$ cat src/pkg/dpc_map.vh
// constants for the directional power comparator
`ifndef DPC_MAP_VH
`define DPC_MAP_VH

// angle arithmetic, in calibration steps of 0.05 degree
`define DPC_DEG_TURN 9'h168
`define DPC_STEPS_PER_DEG 14'h0014
`define DPC_FULL_TURN 14'h1c20
`define DPC_QUARTER 14'h0708
`define DPC_HALF 14'h0e10
`define DPC_THREE_QUARTER 14'h1518

// trig table layout
`define DPC_FRAC_BITS 6
`define DPC_TRIG_SHIFT 14
`define DPC_ROM_STEP 5'h01

// quadrant codes
`define DPC_QUAD_0 2'h0
`define DPC_QUAD_1 2'h1
`define DPC_QUAD_2 2'h2
`define DPC_QUAD_3 2'h3

// three-phase power base factor, sized to the threshold path
`define DPC_BASE_MULT 21'h000003

// reset values
`define DPC_RST_OP 21'h000000
`define DPC_RST_CNT 16'h0000
`define DPC_RST_TRIG 16'h0000

`endif

$ cat src/dpc_directional_power.v
// two-stage sensitive directional power element
`timescale 1ns/1ps
`include "dpc_map.vh"

// Functional notes
// - stage picks up when P cos(theta) + Q sin(theta) exceeds its threshold
// - theta is the characteristic angle plus the calibration trim
// - calibration trim is counted in steps of 0.05 degree
// - 0/90/180/270 degrees give active/reactive over and underpower
// - thresholds are signed; sign shifts boundary toward operate or restrain
// - thresholds are in three-phase per-unit, base three times V times I
// - both stages drop out while positive-sequence current is below cutoff
// - two stages share the projection, each with own threshold and delay
// - each stage has its own delay from pickup to operate
// - delta VTs use two-wattmeter sum, wye VTs sum all three phases
// - the projected operating quantity is output as a metered value

module dpc_directional_power (
  // clock, reset, enable
  input wire clk_in,
  input wire reset_n_in,
  input wire ce_in,
  // measurement, one processing cycle per strobe
  input wire sample_valid_in,
  input wire signed [15:0] meas_p_a_in,
  input wire signed [15:0] meas_p_b_in,
  input wire signed [15:0] meas_p_c_in,
  input wire signed [15:0] meas_q_a_in,
  input wire signed [15:0] meas_q_b_in,
  input wire signed [15:0] meas_q_c_in,
  input wire [15:0] pos_seq_current_in,
  // settings
  input wire delta_vt_in,
  input wire [8:0] char_angle_in,
  input wire signed [7:0] cal_angle_in,
  input wire [15:0] current_cutoff_in,
  input wire signed [15:0] stage_one_min_power_in,
  input wire signed [15:0] stage_two_min_power_in,
  input wire [15:0] stage_one_delay_in,
  input wire [15:0] stage_two_delay_in,
  // metering
  output reg signed [20:0] op_quantity_out,
  output reg op_valid_out,
  // stage outputs
  output wire stage_one_pickup_out,
  output wire stage_two_pickup_out,
  output wire stage_one_operate_out,
  output wire stage_two_operate_out
);

  wire [8:0] char_mod;
  wire [13:0] char_units;
  wire [13:0] ang_raw;
  reg [13:0] ang_fix;
  reg [13:0] rem_w;
  reg [1:0] quad;
  wire [13:0] bwd_w;
  wire [10:0] u_fwd;
  wire [10:0] u_bwd;
  wire signed [15:0] f_lo;
  wire signed [15:0] f_hi;
  wire signed [15:0] b_lo;
  wire signed [15:0] b_hi;
  wire signed [17:0] p_sum;
  wire signed [17:0] q_sum;

  reg v_s1_reg;
  reg v_s2_reg;
  reg v_s3_reg;
  reg cut_s1_reg;
  reg cut_s2_reg;
  reg cut_s3_reg;
  reg signed [17:0] p_s1_reg;
  reg signed [17:0] q_s1_reg;
  reg signed [17:0] p_s2_reg;
  reg signed [17:0] q_s2_reg;
  reg [1:0] quad_s1_reg;
  reg [5:0] frf_s1_reg;
  reg [5:0] frb_s1_reg;
  reg signed [15:0] sin_s2_reg;
  reg signed [15:0] cos_s2_reg;

  reg signed [23:0] prod_f;
  reg signed [23:0] prod_b;
  reg [15:0] s_fwd;
  reg [15:0] s_bwd;
  reg signed [15:0] sin_next;
  reg signed [15:0] cos_next;
  reg signed [34:0] proj;

  // angle sum in 0.05 degree steps, wrapped to one turn
  assign char_mod = (char_angle_in >= `DPC_DEG_TURN) ? char_angle_in - `DPC_DEG_TURN :
    char_angle_in;
  assign char_units = char_mod * `DPC_STEPS_PER_DEG;
  assign ang_raw = char_units + {{6{cal_angle_in[7]}}, cal_angle_in};

  always @*
  begin
    ang_fix = ang_raw;
    if (ang_raw[13])
      ang_fix = ang_raw + `DPC_FULL_TURN;
    else if (ang_raw >= `DPC_FULL_TURN)
      ang_fix = ang_raw - `DPC_FULL_TURN;
  end

  // fold into quadrant and offset; handles any direction
  always @*
  begin
    quad = `DPC_QUAD_0;
    rem_w = ang_fix;
    if (ang_fix >= `DPC_THREE_QUARTER)
    begin
      quad = `DPC_QUAD_3;
      rem_w = ang_fix - `DPC_THREE_QUARTER;
    end
    else if (ang_fix >= `DPC_HALF)
    begin
      quad = `DPC_QUAD_2;
      rem_w = ang_fix - `DPC_HALF;
    end
    else if (ang_fix >= `DPC_QUARTER)
    begin
      quad = `DPC_QUAD_1;
      rem_w = ang_fix - `DPC_QUARTER;
    end
  end

  assign bwd_w = `DPC_QUARTER - rem_w;
  assign u_fwd = rem_w[10:0];
  assign u_bwd = bwd_w[10:0];

  dpc_trig_rom u_rom_fwd (
    .clk_in(clk_in),
    .reset_n_in(reset_n_in),
    .ce_in(ce_in),
    .addr_lo_in(u_fwd[10:6]),
    .addr_hi_in(u_fwd[10:6] + `DPC_ROM_STEP),
    .data_lo_out(f_lo),
    .data_hi_out(f_hi)
  );

  dpc_trig_rom u_rom_bwd (
    .clk_in(clk_in),
    .reset_n_in(reset_n_in),
    .ce_in(ce_in),
    .addr_lo_in(u_bwd[10:6]),
    .addr_hi_in(u_bwd[10:6] + `DPC_ROM_STEP),
    .data_lo_out(b_lo),
    .data_hi_out(b_hi)
  );

  // three-phase power: delta uses the two wattmeters on a and c
  assign p_sum = delta_vt_in ? meas_p_a_in + meas_p_c_in :
    meas_p_a_in + meas_p_b_in + meas_p_c_in;
  assign q_sum = delta_vt_in ? meas_q_a_in + meas_q_c_in :
    meas_q_a_in + meas_q_b_in + meas_q_c_in;

  // linear interpolation between table points, quadrant signs
  always @*
  begin
    prod_f = $signed({f_hi[15], f_hi} - {f_lo[15], f_lo}) * $signed({1'b0, frf_s1_reg});
    prod_b = $signed({b_hi[15], b_hi} - {b_lo[15], b_lo}) * $signed({1'b0, frb_s1_reg});
    s_fwd = f_lo + prod_f[21:6];
    s_bwd = b_lo + prod_b[21:6];
    case (quad_s1_reg)
      `DPC_QUAD_0:
      begin
        sin_next = s_fwd;
        cos_next = s_bwd;
      end
      `DPC_QUAD_1:
      begin
        sin_next = s_bwd;
        cos_next = -s_fwd;
      end
      `DPC_QUAD_2:
      begin
        sin_next = -s_fwd;
        cos_next = -s_bwd;
      end
      default:
      begin
        sin_next = -s_bwd;
        cos_next = s_fwd;
      end
    endcase
    proj = p_s2_reg * cos_s2_reg + q_s2_reg * sin_s2_reg;
  end

  // three-stage pipeline per sample strobe
  always @(posedge clk_in)
  begin
    if (!reset_n_in)
    begin
      v_s1_reg <= 1'b0;
      v_s2_reg <= 1'b0;
      v_s3_reg <= 1'b0;
      cut_s1_reg <= 1'b0;
      cut_s2_reg <= 1'b0;
      cut_s3_reg <= 1'b0;
      p_s1_reg <= 18'h00000;
      q_s1_reg <= 18'h00000;
      p_s2_reg <= 18'h00000;
      q_s2_reg <= 18'h00000;
      quad_s1_reg <= `DPC_QUAD_0;
      frf_s1_reg <= 6'h00;
      frb_s1_reg <= 6'h00;
      sin_s2_reg <= `DPC_RST_TRIG;
      cos_s2_reg <= `DPC_RST_TRIG;
      op_quantity_out <= `DPC_RST_OP;
      op_valid_out <= 1'b0;
    end
    else if (ce_in)
    begin
      v_s1_reg <= sample_valid_in;
      v_s2_reg <= v_s1_reg;
      v_s3_reg <= v_s2_reg;
      op_valid_out <= v_s2_reg;
      cut_s1_reg <= pos_seq_current_in >= current_cutoff_in;
      cut_s2_reg <= cut_s1_reg;
      cut_s3_reg <= cut_s2_reg;
      if (sample_valid_in)
      begin
        p_s1_reg <= p_sum;
        q_s1_reg <= q_sum;
        quad_s1_reg <= quad;
        frf_s1_reg <= u_fwd[5:0];
        frb_s1_reg <= u_bwd[5:0];
      end
      if (v_s1_reg)
      begin
        p_s2_reg <= p_s1_reg;
        q_s2_reg <= q_s1_reg;
        sin_s2_reg <= sin_next;
        cos_s2_reg <= cos_next;
      end
      if (v_s2_reg)
        op_quantity_out <= proj[34:14];
    end
  end

  // per-stage compare and definite delay
  wire signed [31:0] thr_bus;
  wire [31:0] dly_bus;
  wire [1:0] pick_bus;
  wire [1:0] oper_bus;
  assign thr_bus = {stage_two_min_power_in, stage_one_min_power_in};
  assign dly_bus = {stage_two_delay_in, stage_one_delay_in};

  genvar k;
  generate
    for (k = 0; k < 2; k = k + 1)
    begin : g_stage
      wire signed [15:0] thr;
      wire signed [20:0] thr3;
      wire cond;
      reg [15:0] cnt_reg;
      reg pick_reg;
      reg oper_reg;
      assign thr = thr_bus[16*k+15:16*k];
      // phase-base projection vs three-phase threshold
      assign thr3 = {{5{thr[15]}}, thr} * `DPC_BASE_MULT;
      assign cond = cut_s3_reg && (op_quantity_out > thr3);
      always @(posedge clk_in)
      begin
        if (!reset_n_in)
        begin
          cnt_reg <= `DPC_RST_CNT;
          pick_reg <= 1'b0;
          oper_reg <= 1'b0;
        end
        else if (ce_in && v_s3_reg)
        begin
          if (!cond)
          begin
            cnt_reg <= `DPC_RST_CNT;
            pick_reg <= 1'b0;
            oper_reg <= 1'b0;
          end
          else
          begin
            pick_reg <= 1'b1;
            if (cnt_reg >= dly_bus[16*k+15:16*k])
              oper_reg <= 1'b1;
            else
              cnt_reg <= cnt_reg + 16'h0001;
          end
        end
      end
      assign pick_bus[k] = pick_reg;
      assign oper_bus[k] = oper_reg;
    end
  endgenerate

  assign stage_one_pickup_out = pick_bus[0];
  assign stage_two_pickup_out = pick_bus[1];
  assign stage_one_operate_out = oper_bus[0];
  assign stage_two_operate_out = oper_bus[1];

endmodule

$ cat src/dpc_trig_rom.v
// quarter-wave sine table, two registered read ports
`timescale 1ns/1ps
`include "dpc_map.vh"

module dpc_trig_rom (
  // clock, reset, enable
  input wire clk_in,
  input wire reset_n_in,
  input wire ce_in,
  // read addresses
  input wire [4:0] addr_lo_in,
  input wire [4:0] addr_hi_in,
  // read data, sine scaled by 2^14
  output reg signed [15:0] data_lo_out,
  output reg signed [15:0] data_hi_out
);

  // sine at index times 3.2 degrees; entry 1d repeats the peak
  // since it only bounds the last 0.4 degree before 90, keeping 90 exact
  function [15:0] sine_at;
    input [4:0] idx;
    begin
      case (idx)
        5'h00: sine_at = 16'h0000;
        5'h01: sine_at = 16'h0393;
        5'h02: sine_at = 16'h0722;
        5'h03: sine_at = 16'h0aac;
        5'h04: sine_at = 16'h0e2e;
        5'h05: sine_at = 16'h11a4;
        5'h06: sine_at = 16'h150c;
        5'h07: sine_at = 16'h1863;
        5'h08: sine_at = 16'h1ba7;
        5'h09: sine_at = 16'h1ed5;
        5'h0a: sine_at = 16'h21ea;
        5'h0b: sine_at = 16'h24e4;
        5'h0c: sine_at = 16'h27c1;
        5'h0d: sine_at = 16'h2a7e;
        5'h0e: sine_at = 16'h2d19;
        5'h0f: sine_at = 16'h2f90;
        5'h10: sine_at = 16'h31e1;
        5'h11: sine_at = 16'h340a;
        5'h12: sine_at = 16'h3609;
        5'h13: sine_at = 16'h37de;
        5'h14: sine_at = 16'h3986;
        5'h15: sine_at = 16'h3b00;
        5'h16: sine_at = 16'h3c4b;
        5'h17: sine_at = 16'h3d65;
        5'h18: sine_at = 16'h3e4f;
        5'h19: sine_at = 16'h3f07;
        5'h1a: sine_at = 16'h3f8d;
        5'h1b: sine_at = 16'h3fe0;
        5'h1c: sine_at = 16'h4000;
        5'h1d: sine_at = 16'h4000;
        default: sine_at = 16'h4000;
      endcase
    end
  endfunction

  always @(posedge clk_in)
  begin
    if (!reset_n_in)
    begin
      data_lo_out <= `DPC_RST_TRIG;
      data_hi_out <= `DPC_RST_TRIG;
    end
    else if (ce_in)
    begin
      data_lo_out <= sine_at(addr_lo_in);
      data_hi_out <= sine_at(addr_hi_in);
    end
  end

endmodule

$ cat config.mk
export PLATFORM = sky130hd
export DESIGN_NAME = dpc_directional_power
export DESIGN_NICKNAME = d
export VERILOG_FILES = /design/src/dpc_directional_power.v /design/src/dpc_trig_rom.v
export VERILOG_INCLUDE_DIRS = /design/src /design/src/pkg
export SDC_FILE = /design/constraint.sdc
export NUM_CORES = 2
export LEC_CHECK = 0
export BUFFER_PORTS_ARGS = -buffer_cell sky130_fd_sc_hd__buf_4
export CORE_MARGIN = 5
export CORE_UTILIZATION = 45
export DETAILED_ROUTE_END_ITERATION = 8
export HOLD_SLACK_MARGIN = 0.06
export PLACE_DENSITY = 0.65
export SKIP_CTS_REPAIR_TIMING = 1
export SYNTH_ARGS = -nofsm -noshare
export SYNTH_HDL_FRONTEND = slang
export SYNTH_SLANG_ARGS = --single-unit
$ cat constraint.sdc
create_clock -name clk_in -period 24.6 [get_ports clk_in]
set_clock_uncertainty 0.2 [all_clocks]
set_input_delay 1.23 -clock clk_in [delete_from_list [all_inputs] [get_ports clk_in]]
set_output_delay 1.23 -clock clk_in [all_outputs]
set_load 0.005 [all_outputs]
==> metrics.yaml <==
status:
  status: "finished clean"
setup_path:
  critPathMostFrequentCell: "ha_1"
  cp.arrival_ns: 12.95
  path_delay_family: "compound AO/OA/AOI/OAI gates"
  critical_path_class: "in -> reg"
  cpPeakStageDelay_ns: 0.73
  cp-start-kind: "input pin"
  critPathSlowestCell: "nor2_1"
  critPathMaxFanout: 29
  cp_num_buf_inv: 5
  endpoint_kind: "register"
  required_ns: 24.93
grt:
  grt_max_degree: 86
  antenna_found_initial: 5
  grt_pass1_vias: 42300
  grt_pass1_wl_mm: 226
  grt_usage_pct: 22.8
  grt_overflow: 0
sta:
  period_minus_slack_ns: 12.62
  slew_viol_final: 0
  setup_tns_ns: 0
  tightest_slew_ns: 1.19
  slew_headroom_pct: 20.1
  rsz0062_at_grt: "no"
  fmaxAchievable_mhz: 79.3
  hold_viol_final: 0
  fin_crit_sh_pct: 51.3
  holdWs_ns: 0.251
  setup_viol: 0
yosys:
  synth_top_cell_by_area: "fa_1"
  synth_area_um2: 51500
  ys_ff_latch: 240
  avgSynthCellArea_um2: 8.41
  synth_warnings: 0
  synth_ff_type: "dfxtp_1"
  synth.distinct_cells: 105
  async_reset_ff_share_pct: 0
  synth_edf_count: 0
  synth_top_area_share_pct: 31.8
  yosysSeqAreaShare_pct: 9.33
  netlist_instances: 6122
  synth.top_cells.by_area: "fa_1 32%, ha_1 14%, dfxtp_1 9.3%"
  syn_nets: 7711
floorplan:
  pin_count: 240
  rows: 124
  dieHeight_um: 348
  dieArea_um2: 121000
  initial_core_util_pct: 45.1
  core_area_um2: 114000
  die_w_um: 348
cts:
  clkTransAtPathRegs_ns: 0.06
  cts_made_buffers: 29
  cts_tree: "done"
  worstSkewPairLatency_ns: 0.60
  clock_path_buffers: 3
  cts_root_buf: "clkbuf_16"
  cts.sinks: 240
  h-tree-depth: 1
detailed_routing:
  vias: 41400
  wire_per_inst_um: 18.0
  drt_iter0_drc: 2459
  drc: 0
  via_per_inst: 5.37
  routed_wl_mm: 139
  ant_nets: 0
  dr.pass1.iters: 5
min_path:
  hold_path_class: "reg -> reg"
final_layout:
  largest_reg_flops: 32
  fin_util_pct: 48.7
  nFillCells: 11000
  area_growth_pct: 7.84
  final_cell_mix: "1063 x inv_1, 817 x fa_1, 754 x nand2_1"
  nets: 7760
  drive_gt1_share_pct: 6.75
  layout_commonest_cell: "inv_1"
job:
  cap_violations: 0
placement:
  dp_hpwl_mm: 114
  gp_congestion: 0.900
  port_buffers: 239
-- synthesized netlist by cell type, types with 11 or more instances --
library cell / n
a311oi_1: 13
buf_1: 22
and3_1: 30
o21bai_1: 37
o211ai_1: 46
ha_1: 558
clkbuf_1: 231
a211oi_1: 91
a31oi_1: 27
a21oi_1: 321
o21a_1: 19
mux2i_1: 20
nor2_1: 319
inv_1: 1064
nand2_1: 756
xor2_1: 45
nor2b_1: 34
nor3_1: 92
o311a_1: 12
a2111oi_0: 13
nand3_1: 79
fa_1: 817
or3_1: 45
a21o_1: 86
o31ai_1: 18
nand2b_1: 76
a21boi_0: 39
nand4_1: 20
xnor2_1: 164
dfxtp_1: 240
o21ai_0: 215
buf_2: 11
and2_1: 315
a211o_1: 17
-- layer usage --
layer,share of wire (%),global-route usage (%),up-vias
li1,-,-,19800
met1,44,30.8,20500
met2,47,38.4,949
met3,5.2,2.92,186
met4,3.2,6.68,0
met5,0,0,-
-- layout make-up --
| cell class | instances | area (um^2) | area share, % |
|---|---|---|---|
| Timing Repair Buffer | 288 | 2160 | 3.89 |
| Multi-Input combinational cell | 4538 | 41600 | 74.9 |
| Sequential cell | 240 | 4810 | 8.66 |
| Clock buffer | 34 | 795 | 1.43 |
| Clock inverter | 20 | 211 | 0.381 |
| Inverter | 1074 | 4040 | 7.27 |
| Antenna cell | 6 | 15.0 | 0.0271 |
| Tap cell | 1512 | 1890 | 3.41 |
-- worst paths after layout --
kind / slack (ns) / to / cells past startpoint / start
worst min-delay path: 0.25 / q_s2_reg[8] / 2 / q_s1_reg[8]
worst min register to register: 0.25 / q_s2_reg[8] / 2 / q_s1_reg[8]
worst max register to register: 14.49 / cos_s2_reg[15] / 41 / u_rom_bwd.data_lo_out[1]
worst max-delay path: 11.98 / u_rom_bwd.data_hi_out[0] / 43 / char_angle_in[4]
-- tightest hold or removal path, cell delays in order, from the launching register on --
cell and delay [ns]:
dfxtp_1 0.31, nand2_1 0.05, a21oi_1 0.05
-- logic make-up after synthesis --
group / share of synthesized area (%)
AND/OR/NAND/NOR: 16.8
adder cells (fa/ha/maj): 45.3
buffers and inverters: 9.91
AO/OA/AOI/OAI: 13.8
flip-flops: 9.33
XOR/XNOR: 3.95
multiplexers: 0.848
-- per-stage QoR --
| step | instances | worst slack [ns] | area (um^2) |
|---|---|---|---|
| 2_1_floorplan | 6122 | 13.81 | 51500 |
| 3_3_place_gp | 7651 | 11.77 | 54500 |
| 3_5_place_dp | 7651 | 11.64 | 54500 |
| 4_1_cts | 7705 | 12.21 | 55500 |
| 5_1_grt | 7710 | 11.11 | 55500 |
| 6_report | 7712 | 11.98 | 55500 |
Power is left out: the tool's default activity adds up to more than one toggle a clock period on the data nets, which glitch-free logic cannot reach.
